`config.mk`:
```
export PLATFORM = sky130hd
export DESIGN_NAME = dual_pe_ctrl
export DESIGN_NICKNAME = d
export VERILOG_FILES = /design/src/rtl/pe_ctrl_pkg.sv /design/src/rtl/processing_element.sv /design/src/rtl/dual_pe_ctrl.sv
export SDC_FILE = /design/constraint.sdc
export NUM_CORES = 2
export LEC_CHECK = 0
export BUFFER_PORTS_ARGS = -buffer_cell sky130_fd_sc_hd__buf_2
export CAP_MARGIN = 20
export CORE_ASPECT_RATIO = 1.25
export CORE_UTILIZATION = 35
export CTS_BUF_LIST = sky130_fd_sc_hd__clkbuf_8
export CTS_CLUSTER_DIAMETER = 150
export CTS_CLUSTER_SIZE = 14
export DETAILED_ROUTE_END_ITERATION = 7
export SLEW_MARGIN = 40
export SYNTH_ARGS = -nofsm -noshare
export SYNTH_HDL_FRONTEND = slang
export SYNTH_SLANG_ARGS = --single-unit
```
`constraint.sdc`:
```
create_clock -name clock -period 6 [get_ports clock]
set_clock_uncertainty 0.1 [all_clocks]
set_input_delay 0.3 -clock clock [delete_from_list [all_inputs] [get_ports clock]]
set_output_delay 0.3 -clock clock [all_outputs]
set_load 0.005 [all_outputs]
```
`src/rtl/pe_ctrl_pkg.sv`:
```
// package of constants shared by the dual processing element control block
// Overview of operation
// - bit twenty-one of the operating control word enables the secondary element
// - enable low: computations run only in the primary element
// - enable high: both elements run computations
// - enable change takes effect one cycle after the write
// - shift-by-immediate uses the immediate as second operand in both elements
// - in dual mode each compute instruction goes to both elements together
// - in dual mode each transfer loads two data sets and stores both results
// - both elements are identical: ALU, multiplier result pair, shifter, sticky status
// - interrupt entry can mask selected arithmetic mode bits automatically
// - shifter raises no arithmetic exceptions; only ALU and multiplier do
// - sticky status registers update one cycle after the exception
// - arithmetic interrupt processing begins two cycles after the exception
// - enabled exception in either element raises interrupt, not naming the element
// - return from interrupt keeps sticky flags; software must clear them
// - ALU exceptions use priorities 33 to 36 and the four vectors
// - multiplier exceptions share priorities 33 to 36 and the same vectors
package pe_ctrl_pkg;
   localparam int WORD_W = 32;
   localparam int MODE_W = 32;
   localparam int SEC_EN_BIT = 21;
   localparam int SHORT_SIGN_BIT = 0;
   localparam int ROUND_TOWARD_ZERO_SELECT_SEL_BIT = 1;
   localparam int ALU_SAT_BIT = 2;
   localparam int RND_SINGLE_BIT = 3;
   localparam int MUL_SWAP_BIT = 4;
   localparam logic [MODE_W-1:0] MODE_RESET = 32'h0000_0000;
   // only the five arithmetic mode bits may be masked on isr entry
   localparam logic [MODE_W-1:0] ARITH_MODE_MASK = 32'h0000_001F;
   // exception kinds: index into the four sticky bits of each unit
   localparam int EXC_N = 4;
   localparam int EXC_FIX_OVF = 0;
   localparam int EXC_FLT_OVF = 1;
   localparam int EXC_FLT_UNF = 2;
   localparam int EXC_FLT_INV = 3;
   // sticky layout: alu kinds in [3:0], multiplier kinds in [7:4]
   localparam int STICKY_W = 8;
   localparam int ALU_STICKY_LSB = 0;
   localparam int MUL_STICKY_LSB = 4;
   localparam logic [STICKY_W-1:0] STICKY_RESET = 8'h00;
   localparam logic [5:0] PRIO_FIX_OVF = 6'h21;
   localparam logic [5:0] PRIO_FLT_OVF = 6'h22;
   localparam logic [5:0] PRIO_FLT_UNF = 6'h23;
   localparam logic [5:0] PRIO_FLT_INV = 6'h24;
   // vector identifiers are a local encoding of the four entries
   localparam logic [1:0] fixed_overflow_vector = 2'h0;
   localparam logic [1:0] float_overflow_vector = 2'h1;
   localparam logic [1:0] float_underflow_vector = 2'h2;
   localparam logic [1:0] float_invalid_vector = 2'h3;
   localparam int EXEC_LAT = 1;
   localparam int IRQ_LAT = 2;
   typedef enum logic [1:0] {OP_ADD, OP_MUL, OP_SHIFT_IMM, OP_NONE} op_e;
endpackage : pe_ctrl_pkg

```
`src/rtl/processing_element.sv`:
```
// one processing element: alu, multiplier result pair, shifter, sticky status
`timescale 1ns/1ps
module processing_element
   import pe_ctrl_pkg::*;
(
   input wire logic clock,
   input wire logic rst_n,
   input wire logic clk_en,
   input wire logic active,
   input wire logic [1:0] op,
   input wire logic [WORD_W-1:0] opnd_a,
   input wire logic [WORD_W-1:0] opnd_b,
   input wire logic [7:0] shift_imm,
   input wire logic alu_sat,
   input wire logic mul_swap,
   input wire logic [EXC_N-1:0] alu_exc,
   input wire logic [EXC_N-1:0] mul_exc,
   input wire logic [STICKY_W-1:0] sticky_clr,
   output logic [WORD_W-1:0] result,
   output logic [WORD_W-1:0] mul_fg,
   output logic [WORD_W-1:0] mul_bg,
   output logic [STICKY_W-1:0] sticky
);
   logic [WORD_W:0] sum;
   logic [WORD_W-1:0] alu_val;
   logic [WORD_W-1:0] prod;
   logic go;

   assign go = active & clk_en;
   assign sum = {1'b0, opnd_a} + {1'b0, opnd_b};
   // saturation clips unsigned carry out rather than wrapping
   assign alu_val = (alu_sat && sum[WORD_W]) ? {WORD_W{1'b1}} : sum[WORD_W-1:0];
   assign prod = WORD_W'(opnd_a * opnd_b);

   // result register; shifter second operand is the immediate field
   always_ff @(posedge clock or negedge rst_n) begin
      if (!rst_n) begin
         result <= '0;
      end else if (go) begin
         case (op_e'(op))
            OP_ADD: result <= alu_val;
            OP_SHIFT_IMM: result <= opnd_a << shift_imm;
            default: result <= result;
         endcase
      end
   end

   // multiplier result pair; swap bit picks which one receives the product
   always_ff @(posedge clock or negedge rst_n) begin
      if (!rst_n) begin
         mul_fg <= '0;
         mul_bg <= '0;
      end else if (go && op_e'(op) == OP_MUL) begin
         if (mul_swap) begin
            mul_bg <= prod;
         end else begin
            mul_fg <= prod;
         end
      end
   end

   // sticky status: new exceptions win over a clear in the same cycle
   always_ff @(posedge clock or negedge rst_n) begin
      if (!rst_n) begin
         sticky <= STICKY_RESET;
      end else if (clk_en) begin
         sticky <= (sticky & ~sticky_clr) | (go ? {mul_exc, alu_exc} : STICKY_RESET);
      end
   end
endmodule : processing_element

```
`src/rtl/dual_pe_ctrl.sv`:
```
// dual processing element control: mode word, dual dispatch, arithmetic interrupts
`timescale 1ns/1ps
module dual_pe_ctrl
   import pe_ctrl_pkg::*;
(
   input wire logic clock,
   input wire logic rst_n,
   input wire logic clk_en,
   input wire logic mode_wr,
   input wire logic [MODE_W-1:0] mode_wdata,
   input wire logic [MODE_W-1:0] isr_mode_mask,
   input wire logic isr_enter,
   input wire logic isr_return,
   input wire logic instr_valid,
   input wire logic [1:0] instr_op,
   input wire logic [7:0] instr_shift_imm,
   input wire logic [WORD_W-1:0] load_a_primary,
   input wire logic [WORD_W-1:0] load_b_primary,
   input wire logic [WORD_W-1:0] load_a_secondary,
   input wire logic [WORD_W-1:0] load_b_secondary,
   input wire logic [EXC_N-1:0] alu_exc_primary,
   input wire logic [EXC_N-1:0] mul_exc_primary,
   input wire logic [EXC_N-1:0] alu_exc_secondary,
   input wire logic [EXC_N-1:0] mul_exc_secondary,
   input wire logic [STICKY_W-1:0] sticky_clr_primary,
   input wire logic [STICKY_W-1:0] sticky_clr_secondary,
   input wire logic [EXC_N-1:0] exc_irq_enable,
   output logic [MODE_W-1:0] operating_control_word,
   output logic secondary_element_enable,
   output logic [WORD_W-1:0] store_primary,
   output logic [WORD_W-1:0] store_secondary,
   output logic store_valid,
   output logic store_dual,
   output logic [WORD_W-1:0] mul_fg_primary,
   output logic [WORD_W-1:0] mul_bg_primary,
   output logic [WORD_W-1:0] mul_fg_secondary,
   output logic [WORD_W-1:0] mul_bg_secondary,
   output logic [STICKY_W-1:0] sticky_status_primary,
   output logic [STICKY_W-1:0] sticky_status_secondary,
   output logic [EXC_N-1:0] exc_irq,
   output logic exc_irq_valid,
   output logic [5:0] exc_irq_priority,
   output logic [1:0] exc_irq_vector
);
   logic [MODE_W-1:0] mode_q;
   logic [MODE_W-1:0] saved_mode_q;
   logic sec_en_q;
   logic in_isr_q;
   logic issue_q;
   logic issue_dual_q;
   logic [WORD_W-1:0] res_p;
   logic [WORD_W-1:0] res_s;
   logic [STICKY_W-1:0] stk_p;
   logic [STICKY_W-1:0] stk_s;
   logic [EXC_N-1:0] pend_q;
   logic [EXC_N-1:0] pending;
   logic alu_sat;
   logic mul_swap;

   // operating control word; isr entry masks selected arithmetic bits
   always_ff @(posedge clock or negedge rst_n) begin
      if (!rst_n) begin
         mode_q <= MODE_RESET;
         saved_mode_q <= MODE_RESET;
         in_isr_q <= 1'b0;
      end else if (clk_en) begin
         if (mode_wr) begin
            mode_q <= mode_wdata;
         end else if (isr_enter && !in_isr_q) begin
            saved_mode_q <= mode_q;
            mode_q <= mode_q & ~(isr_mode_mask & ARITH_MODE_MASK);
            in_isr_q <= 1'b1;
         end else if (isr_return && in_isr_q) begin
            // restore only the masked arithmetic bits; the sticky flags are untouched
            mode_q <= (mode_q & ~(isr_mode_mask & ARITH_MODE_MASK)) |
               (saved_mode_q & isr_mode_mask & ARITH_MODE_MASK);
            in_isr_q <= 1'b0;
         end
      end
   end

   // effective enable trails the word by one cycle so the next instruction keeps the old mode
   always_ff @(posedge clock or negedge rst_n) begin
      if (!rst_n) begin
         sec_en_q <= 1'b0;
      end else if (clk_en) begin
         sec_en_q <= mode_q[SEC_EN_BIT];
      end
   end

   assign alu_sat = mode_q[ALU_SAT_BIT];
   assign mul_swap = mode_q[MUL_SWAP_BIT];

   // two identical elements fed the same instruction and immediate
   processing_element u_primary (
      .clock(clock),
      .rst_n(rst_n),
      .clk_en(clk_en),
      .active(instr_valid),
      .op(instr_op),
      .opnd_a(load_a_primary),
      .opnd_b(load_b_primary),
      .shift_imm(instr_shift_imm),
      .alu_sat(alu_sat),
      .mul_swap(mul_swap),
      .alu_exc(alu_exc_primary),
      .mul_exc(mul_exc_primary),
      .sticky_clr(sticky_clr_primary),
      .result(res_p),
      .mul_fg(mul_fg_primary),
      .mul_bg(mul_bg_primary),
      .sticky(stk_p)
   );

   processing_element u_secondary (
      .clock(clock),
      .rst_n(rst_n),
      .clk_en(clk_en),
      .active(instr_valid & sec_en_q),
      .op(instr_op),
      .opnd_a(load_a_secondary),
      .opnd_b(load_b_secondary),
      .shift_imm(instr_shift_imm),
      .alu_sat(alu_sat),
      .mul_swap(mul_swap),
      .alu_exc(alu_exc_secondary),
      .mul_exc(mul_exc_secondary),
      .sticky_clr(sticky_clr_secondary),
      .result(res_s),
      .mul_fg(mul_fg_secondary),
      .mul_bg(mul_bg_secondary),
      .sticky(stk_s)
   );

   assign sticky_status_primary = stk_p;
   assign sticky_status_secondary = stk_s;

   // issue tracking: a store carries one word per active element
   always_ff @(posedge clock or negedge rst_n) begin
      if (!rst_n) begin
         issue_q <= 1'b0;
         issue_dual_q <= 1'b0;
      end else if (clk_en) begin
         issue_q <= instr_valid;
         issue_dual_q <= instr_valid & sec_en_q;
      end
   end

   // store outputs registered once more so they come from flops
   always_ff @(posedge clock or negedge rst_n) begin
      if (!rst_n) begin
         store_primary <= '0;
         store_secondary <= '0;
         store_valid <= 1'b0;
         store_dual <= 1'b0;
      end else if (clk_en) begin
         store_primary <= res_p;
         store_secondary <= res_s;
         store_valid <= issue_q;
         store_dual <= issue_dual_q;
      end
   end

   // shifter has no exception input, so only alu and multiplier kinds reach here
   generate
      for (genvar k = 0; k < EXC_N; k++) begin : g_kind
         assign pending[k] = exc_irq_enable[k] &
            (stk_p[ALU_STICKY_LSB+k] | stk_p[MUL_STICKY_LSB+k] |
             stk_s[ALU_STICKY_LSB+k] | stk_s[MUL_STICKY_LSB+k]);
      end
   endgenerate

   // interrupt request one cycle after sticky, two after the exception
   always_ff @(posedge clock or negedge rst_n) begin
      if (!rst_n) begin
         pend_q <= '0;
      end else if (clk_en) begin
         pend_q <= pending;
      end
   end

   // priority pick: lowest number wins, shared by alu and multiplier sources
   always_ff @(posedge clock or negedge rst_n) begin
      if (!rst_n) begin
         exc_irq_valid <= 1'b0;
         exc_irq_priority <= '0;
         exc_irq_vector <= fixed_overflow_vector;
      end else if (clk_en) begin
         exc_irq_valid <= |pend_q;
         if (pend_q[EXC_FIX_OVF]) begin
            exc_irq_priority <= PRIO_FIX_OVF;
            exc_irq_vector <= fixed_overflow_vector;
         end else if (pend_q[EXC_FLT_OVF]) begin
            exc_irq_priority <= PRIO_FLT_OVF;
            exc_irq_vector <= float_overflow_vector;
         end else if (pend_q[EXC_FLT_UNF]) begin
            exc_irq_priority <= PRIO_FLT_UNF;
            exc_irq_vector <= float_underflow_vector;
         end else begin
            exc_irq_priority <= PRIO_FLT_INV;
            exc_irq_vector <= float_invalid_vector;
         end
      end
   end

   assign exc_irq = pend_q;
   assign operating_control_word = mode_q;
   assign secondary_element_enable = sec_en_q;
endmodule : dual_pe_ctrl

```
==> After elaboration in Yosys (flattened, before gate mapping) <==
Cells that the tools add are included.
{ "totals": {"romBits": 0, "memories": 0, "ram_bits": 0, "input_bits": 245, "latchBits": 0, "reg_bits": 328, "wordCells": 99} }
{ "classes": {"n_reduce_logical": 21, "bitwise": 31, "shift": 2, "order_cmp": 0, "multipliers": 2, "eq_ne": 2, "n_div": 0, "n_mux": 17, "addsub": 2} }
{ "op_table": {"columns": ["cell", "n"], "rows": [
  ["$mux 32", 5],
  ["$pmux 32 s2", 2],
  ["$add 32x32->33", 2],
  ["$mul 32x32->32", 2],
  ["$shl 32x8->32", 2],
  ["$and 32x32->32", 1],
  ["$not 5->32", 1],
  ["$or 32x5->32", 1],
  ["$and 8x8->8", 2],
  ["$mux 8", 2],
  ["$not 8->8", 2],
  ["$or 8x8->8", 2],
  ["$reduce_and 2->1", 7],
  ["$or 1x1->1", 12],
  ["$mux 3", 3],
  ["$and 1x1->1", 7],
  ["$logic_and 1x1->1", 6],
  ["$reduce_and 3->1", 2],
  ["$and 5x5->5", 1],
  ["$mux 2", 2],
  ["$reduce_bool 2->1", 2],
  ["$reduce_or 4->1", 1],
  ["$mux 1", 3],
  ["$reduce_bool 3->1", 1],
  ["5 further kinds", 6]
]} }

==> Logic depth before layout (Yosys ltp) <==
{ "depth": {"depth_word": 6, "depth_mapped": 29, "ltp_nobuf": 26} }

==> Cells and area by module <==
A second synthesis with hierarchy kept.
{ "hier_totals": {"hier_cells": 5447, "area_unflattened_um2": 51090.2} }
{ "by_module_without_submodules": {"columns": ["mod", "instances", "cells_each", "area_each_um2", "seq_area_each_um2"], "rows": [
  ["processing_element at u_secondary", 1, 2611, 23242.3, 2602.5],
  ["processing_element at u_primary", 1, 2524, 23112.2, 2602.5],
  ["dual_pe_ctrl", 1, 312, 4735.8, 2952.8]
]} }

==> Worst setup path after synthesis <==
OpenSTA, ideal clock, no wires.
{ "synth_path": {"path_kind": "input to register", "startpoint": "input load_b_primary[2]", "endpoint": "register u_primary.mul_fg[31]", "cell_stages": 26, "setup_time_ns": 0.125, "n_path_buf": 2, "slack_ns": -1.112, "arrival_time_ns": 6.888, "cell_sequence": "clkbuf_1 -> clkbuf_1 -> and2_1 -> fa_1 -> inv_1 -> fa_1 -> fa_1 -> fa_1 -> inv_1 -> fa_1 -> inv_1 -> fa_1 -> inv_1 -> fa_1 -> fa_1 -> ha_1 -> a21o_1 -> a21oi_1 -> nor2b_1 -> o21ai_0 -> a21oi_1 -> o41ai_1 -> o21ai_0 -> o41ai_2 -> xnor2_1 -> mux2_2"} }
{ "synth_via": {"elab_chain_cells": 1} }
{ "synth_rtl": {"columns": ["element", "line_no", "rtl"], "rows": [
  ["start, declared", "dual_pe_ctrl.sv:18", "input wire logic [WORD_W-1:0] load_b_primary,"],
  ["$mul 32x32->32", "processing_element.sv:33", "assign prod = WORD_W'(opnd_a * opnd_b);"],
  ["end signal, assigned", "processing_element.sv:57", "mul_fg <= prod;"],
  ["end, declared", "processing_element.sv:20", "output logic [WORD_W-1:0] mul_fg,"]
]} }
No other way between the ends.
A chain may end at the register's enable or synchronous reset.

==> Worst setup path after layout <==
{ "layout_path": {"startpoint": "input load_b_primary[13]", "endpoint": "register u_primary.mul_bg[31]"} }
{ "layout_via": {"elab_chain_cells": 1} }
{ "layout_rtl": {"columns": ["element", "line_no", "rtl"], "rows": [
  ["$mul 32x32->32", "processing_element.sv:33", null],
  ["end signal, assigned", "processing_element.sv:55", "mul_bg <= prod;"],
  ["end, declared", "processing_element.sv:21", "output logic [WORD_W-1:0] mul_bg,"]
]} }
No other way between the ends.

==> run metrics <==
Synth Instances=5424; delay-heaviest family, CP=adder cells; area grow syn2layout=25.44%; layout cells sized above 1=0.2745; CTS H-tree lvls=1; port buffer count=471; Syn Area/Cell=approximately 9.3 sq um; initial antenna violation count=25; Starting Density=0.3528; Synth area leaders=fa_1 (32%), dfrtp_1 (16%), ha_1 (7.7%); Hold WC Path Type=in2reg; Core Footprint=0.1429 sq mm; non-filler instance count after layout=8247; Placed Cells=8056; Nets=a little under 8000; Vias=42452; CP arrival=7.01 ns; Crit path largest cell delay=0.61 ns; register area share after synthesis=0.1618; first-pass GRT wire length=283600 microns; Worst Setup End Kind=flop; Worst Path Required=roughly 6.6 ns; Clock Latency Late Sink=0.78 ns; Num CTS Buffers=27; CP Max Fanout=9; Yosys Warn Count=0; clock transition at the registers of the reported paths=0.11 ns; RSZ-0062 raised after global routing=yes; final setup fails=39; row count=around 160; vias in the first global route=approximately 45000; kind of critical path=in2reg; most common cell in the netlist=inv_1; critical path's slowest cell=fa_2; I/O pin cnt=501; Async S/R FF share, synth=1.000; Max Buffers Root-to-Sink=3; # Max-Cap Violations=0; chip width=~340 microns; Remaining DRCs=0; clock root buffer=clkbuf_8; final number of hold-violating endpoints=0; DRT iter0 DRCs=2255; startpoint types=input port; relative slew slack=0.4724; Filler Cell Count=13783; Met3 Wirelength=roughly 13000 microns; DIE AREA=0.1456 sq mm; fin crit share=1.074; Final Core Density=0.4426; Max Slew Vio Count=0; minimum clock period after layout=6.444 ns; max frequency=about 0.16 GHz; synthesized flop and latch total=326; status=complete, but fails checks; post-DR vias/cell=5.148; Synth Cell Area=0.05043 sq mm; met2 routed WL=88990 microns; area leader, netlist=fa_1; DIE HEIGHT=426.4 microns; dpl ws=-1.426 ns; GPL Wtd Cong=between 0.9 and 1; clock sinks=approximately 330; largest net degree at the start of global routing=119; GRT overflow=0; register-to-register setup slack=3.24 ns; failing checks=negative setup slack; worst slew pin tran=0.7905 ns; top-area cell type share of the netlist area=0.3247; DP Wirelength=154100 microns; CP bufs+invs=9; gr usage total=0.2589; count of cell types in the netlist=83; number of synthesized flops with an enable pin=0; CTS tree=done; WL per Instance=about 23 microns; slack of the critical path=-0.4439 ns; Top Metal Used=met5; WL met1=roughly 77000 microns; ys flop type=dfrtp_1; drt pass-1 iters=6; most frequent cells after synthesis=inv_1 (849), fa_1 (818), nand2_1 (662); Detail Route Antenna Nets=0; Routed WL=189300 microns
## layer usage
layer / vias up / global-route usage
met5: - / 0
met4: 16 / 0.1189
met3: 401 / 0.04131
met2: 1594 / 0.4269
met1: 21543 / 0.3324
li1: 18898 / -
## metrics by stage
| step | cell area [sq um] | setup TNS (ns) | hold WS, ns |
|---|---|---|---|
| after global placement | 59130 | -76.85 | 0.3316 |
| final | 63260 | -8.224 | 0.04605 |
| after detailed placement | 59180 | -78.61 | 0.09443 |
| after CTS | 61790 | -6.328 | 0.01378 |
| after floorplan | 51060 | -21.79 | -0.09559 |
| after global routing | 63260 | -16.09 | 0.04633 |
## flip-flops by register name, indices dropped and copies added (netlist names), named ones only
register,count
exc_irq,4
exc_irq_priority,4
u_primary.sticky,8
exc_irq_vector,2
u_secondary.mul_bg,32
u_primary.result,32
u_secondary.mul_fg,32
store_primary,32
store_valid,1
secondary_element_enable,1
u_secondary.result,32
saved_mode_q,5
u_secondary.sticky,8
u_primary.mul_bg,32
issue_dual_q,1
store_secondary,32
issue_q,1
exc_irq_valid,1
store_dual,1
u_primary.mul_fg,32
operating_control_word,27
in_isr_q,1
## logic make-up (layout without fill, tap and decap cells)
| family | Yosys count | in the layout | share of synthesized area |
|---|---|---|---|
| compound gates | 701 | 701 | 0.08855 |
| flops | 326 | 326 | 0.1618 |
| other cells | 1 | 4 | 0.00007436 |
| buf+inv | 1165 | 2101 | 0.08738 |
| simple gates | 1607 | 1607 | 0.1566 |
| xor+xnor | 212 | 212 | 0.03682 |
| mux | 284 | 284 | 0.06724 |
| fa+ha+maj | 1128 | 1128 | 0.4016 |
## layout make-up
type	count	area (sq um)	share of cell area
antenna	2	5.005	0.00007911
clock inverter	2	22.52	0.0003560
multi-input combinational	3934	39540	0.6250
timing repair buffer	1220	9608	0.1519
clock buffer	27	371.6	0.005874
inverter	852	3201	0.05059
tap	1884	2357	0.03726
sequential	326	8158	0.1290
## final timing paths
| kind | startpoint | end | depth (start not counted) |
|---|---|---|---|
| max | load_b_primary[13] | u_primary.mul_bg[31]$_DFFE_PN0P_ | 25 |
| min | mode_wr | in_isr_q$_DFFE_PN0P_ | 3 |
| min in group asynchronous | rst_n | operating_control_word[20]$_DFFE_PN0P_ | 4 |
| min reg2reg | exc_irq_priority[5]$_DFFE_PN0P_ | exc_irq_priority[5]$_DFFE_PN0P_ | 1 |
| max in group asynchronous | rst_n | u_secondary.mul_fg[31]$_DFFE_PN0P_ | 5 |
| max reg2reg | in_isr_q$_DFFE_PN0P_ | flop | 8 |
## worst reg2reg max path: cells and delay by family, from the launching register on
kind,cells,cell delay (ns)
and+or+nand+nor,3,0.77
DFF,1,0.40
AOI/OAI and AO/OA,3,0.31
buffers and inverters,2,1.15
## cell usage in the layout (no fill, tap or decap), types with 24 or more instances in the layout
master / n
ha_1: 265
clkbuf_8: 27
nor3_1: 37
nor2_1: 168
buf_8: 26
o21a_1: 24
xor2_1: 42
buf_6: 77
buf_12: 52
inv_2: 43
ha_4: 38
a21oi_1: 159
fa_1: 756
inv_1: 806
dlygate4sd3_1: 85
nand3_1: 27
and2_1: 538
and2_4: 42
a211oi_1: 25
a21o_1: 52
mux2i_1: 44
mux2_2: 199
dfrtp_1: 326
nand2_1: 656
buf_4: 546
fa_2: 62
o21ai_0: 162
a31oi_1: 32
buf_2: 421
a21oi_2: 25
xnor2_1: 148
## what timing repair did
item	in CTS	in global routing
hold buffers	86	0
gates resized for setup	265	277
setup buffers	38	40
endpoints found under the setup margin	61	68
pin swaps	131	163
hold endpoints to repair	184	0
cloned	2	4
Power is left out: the tool's default activity adds up to more than one toggle a clock period on the data nets, which glitch-free logic cannot reach.
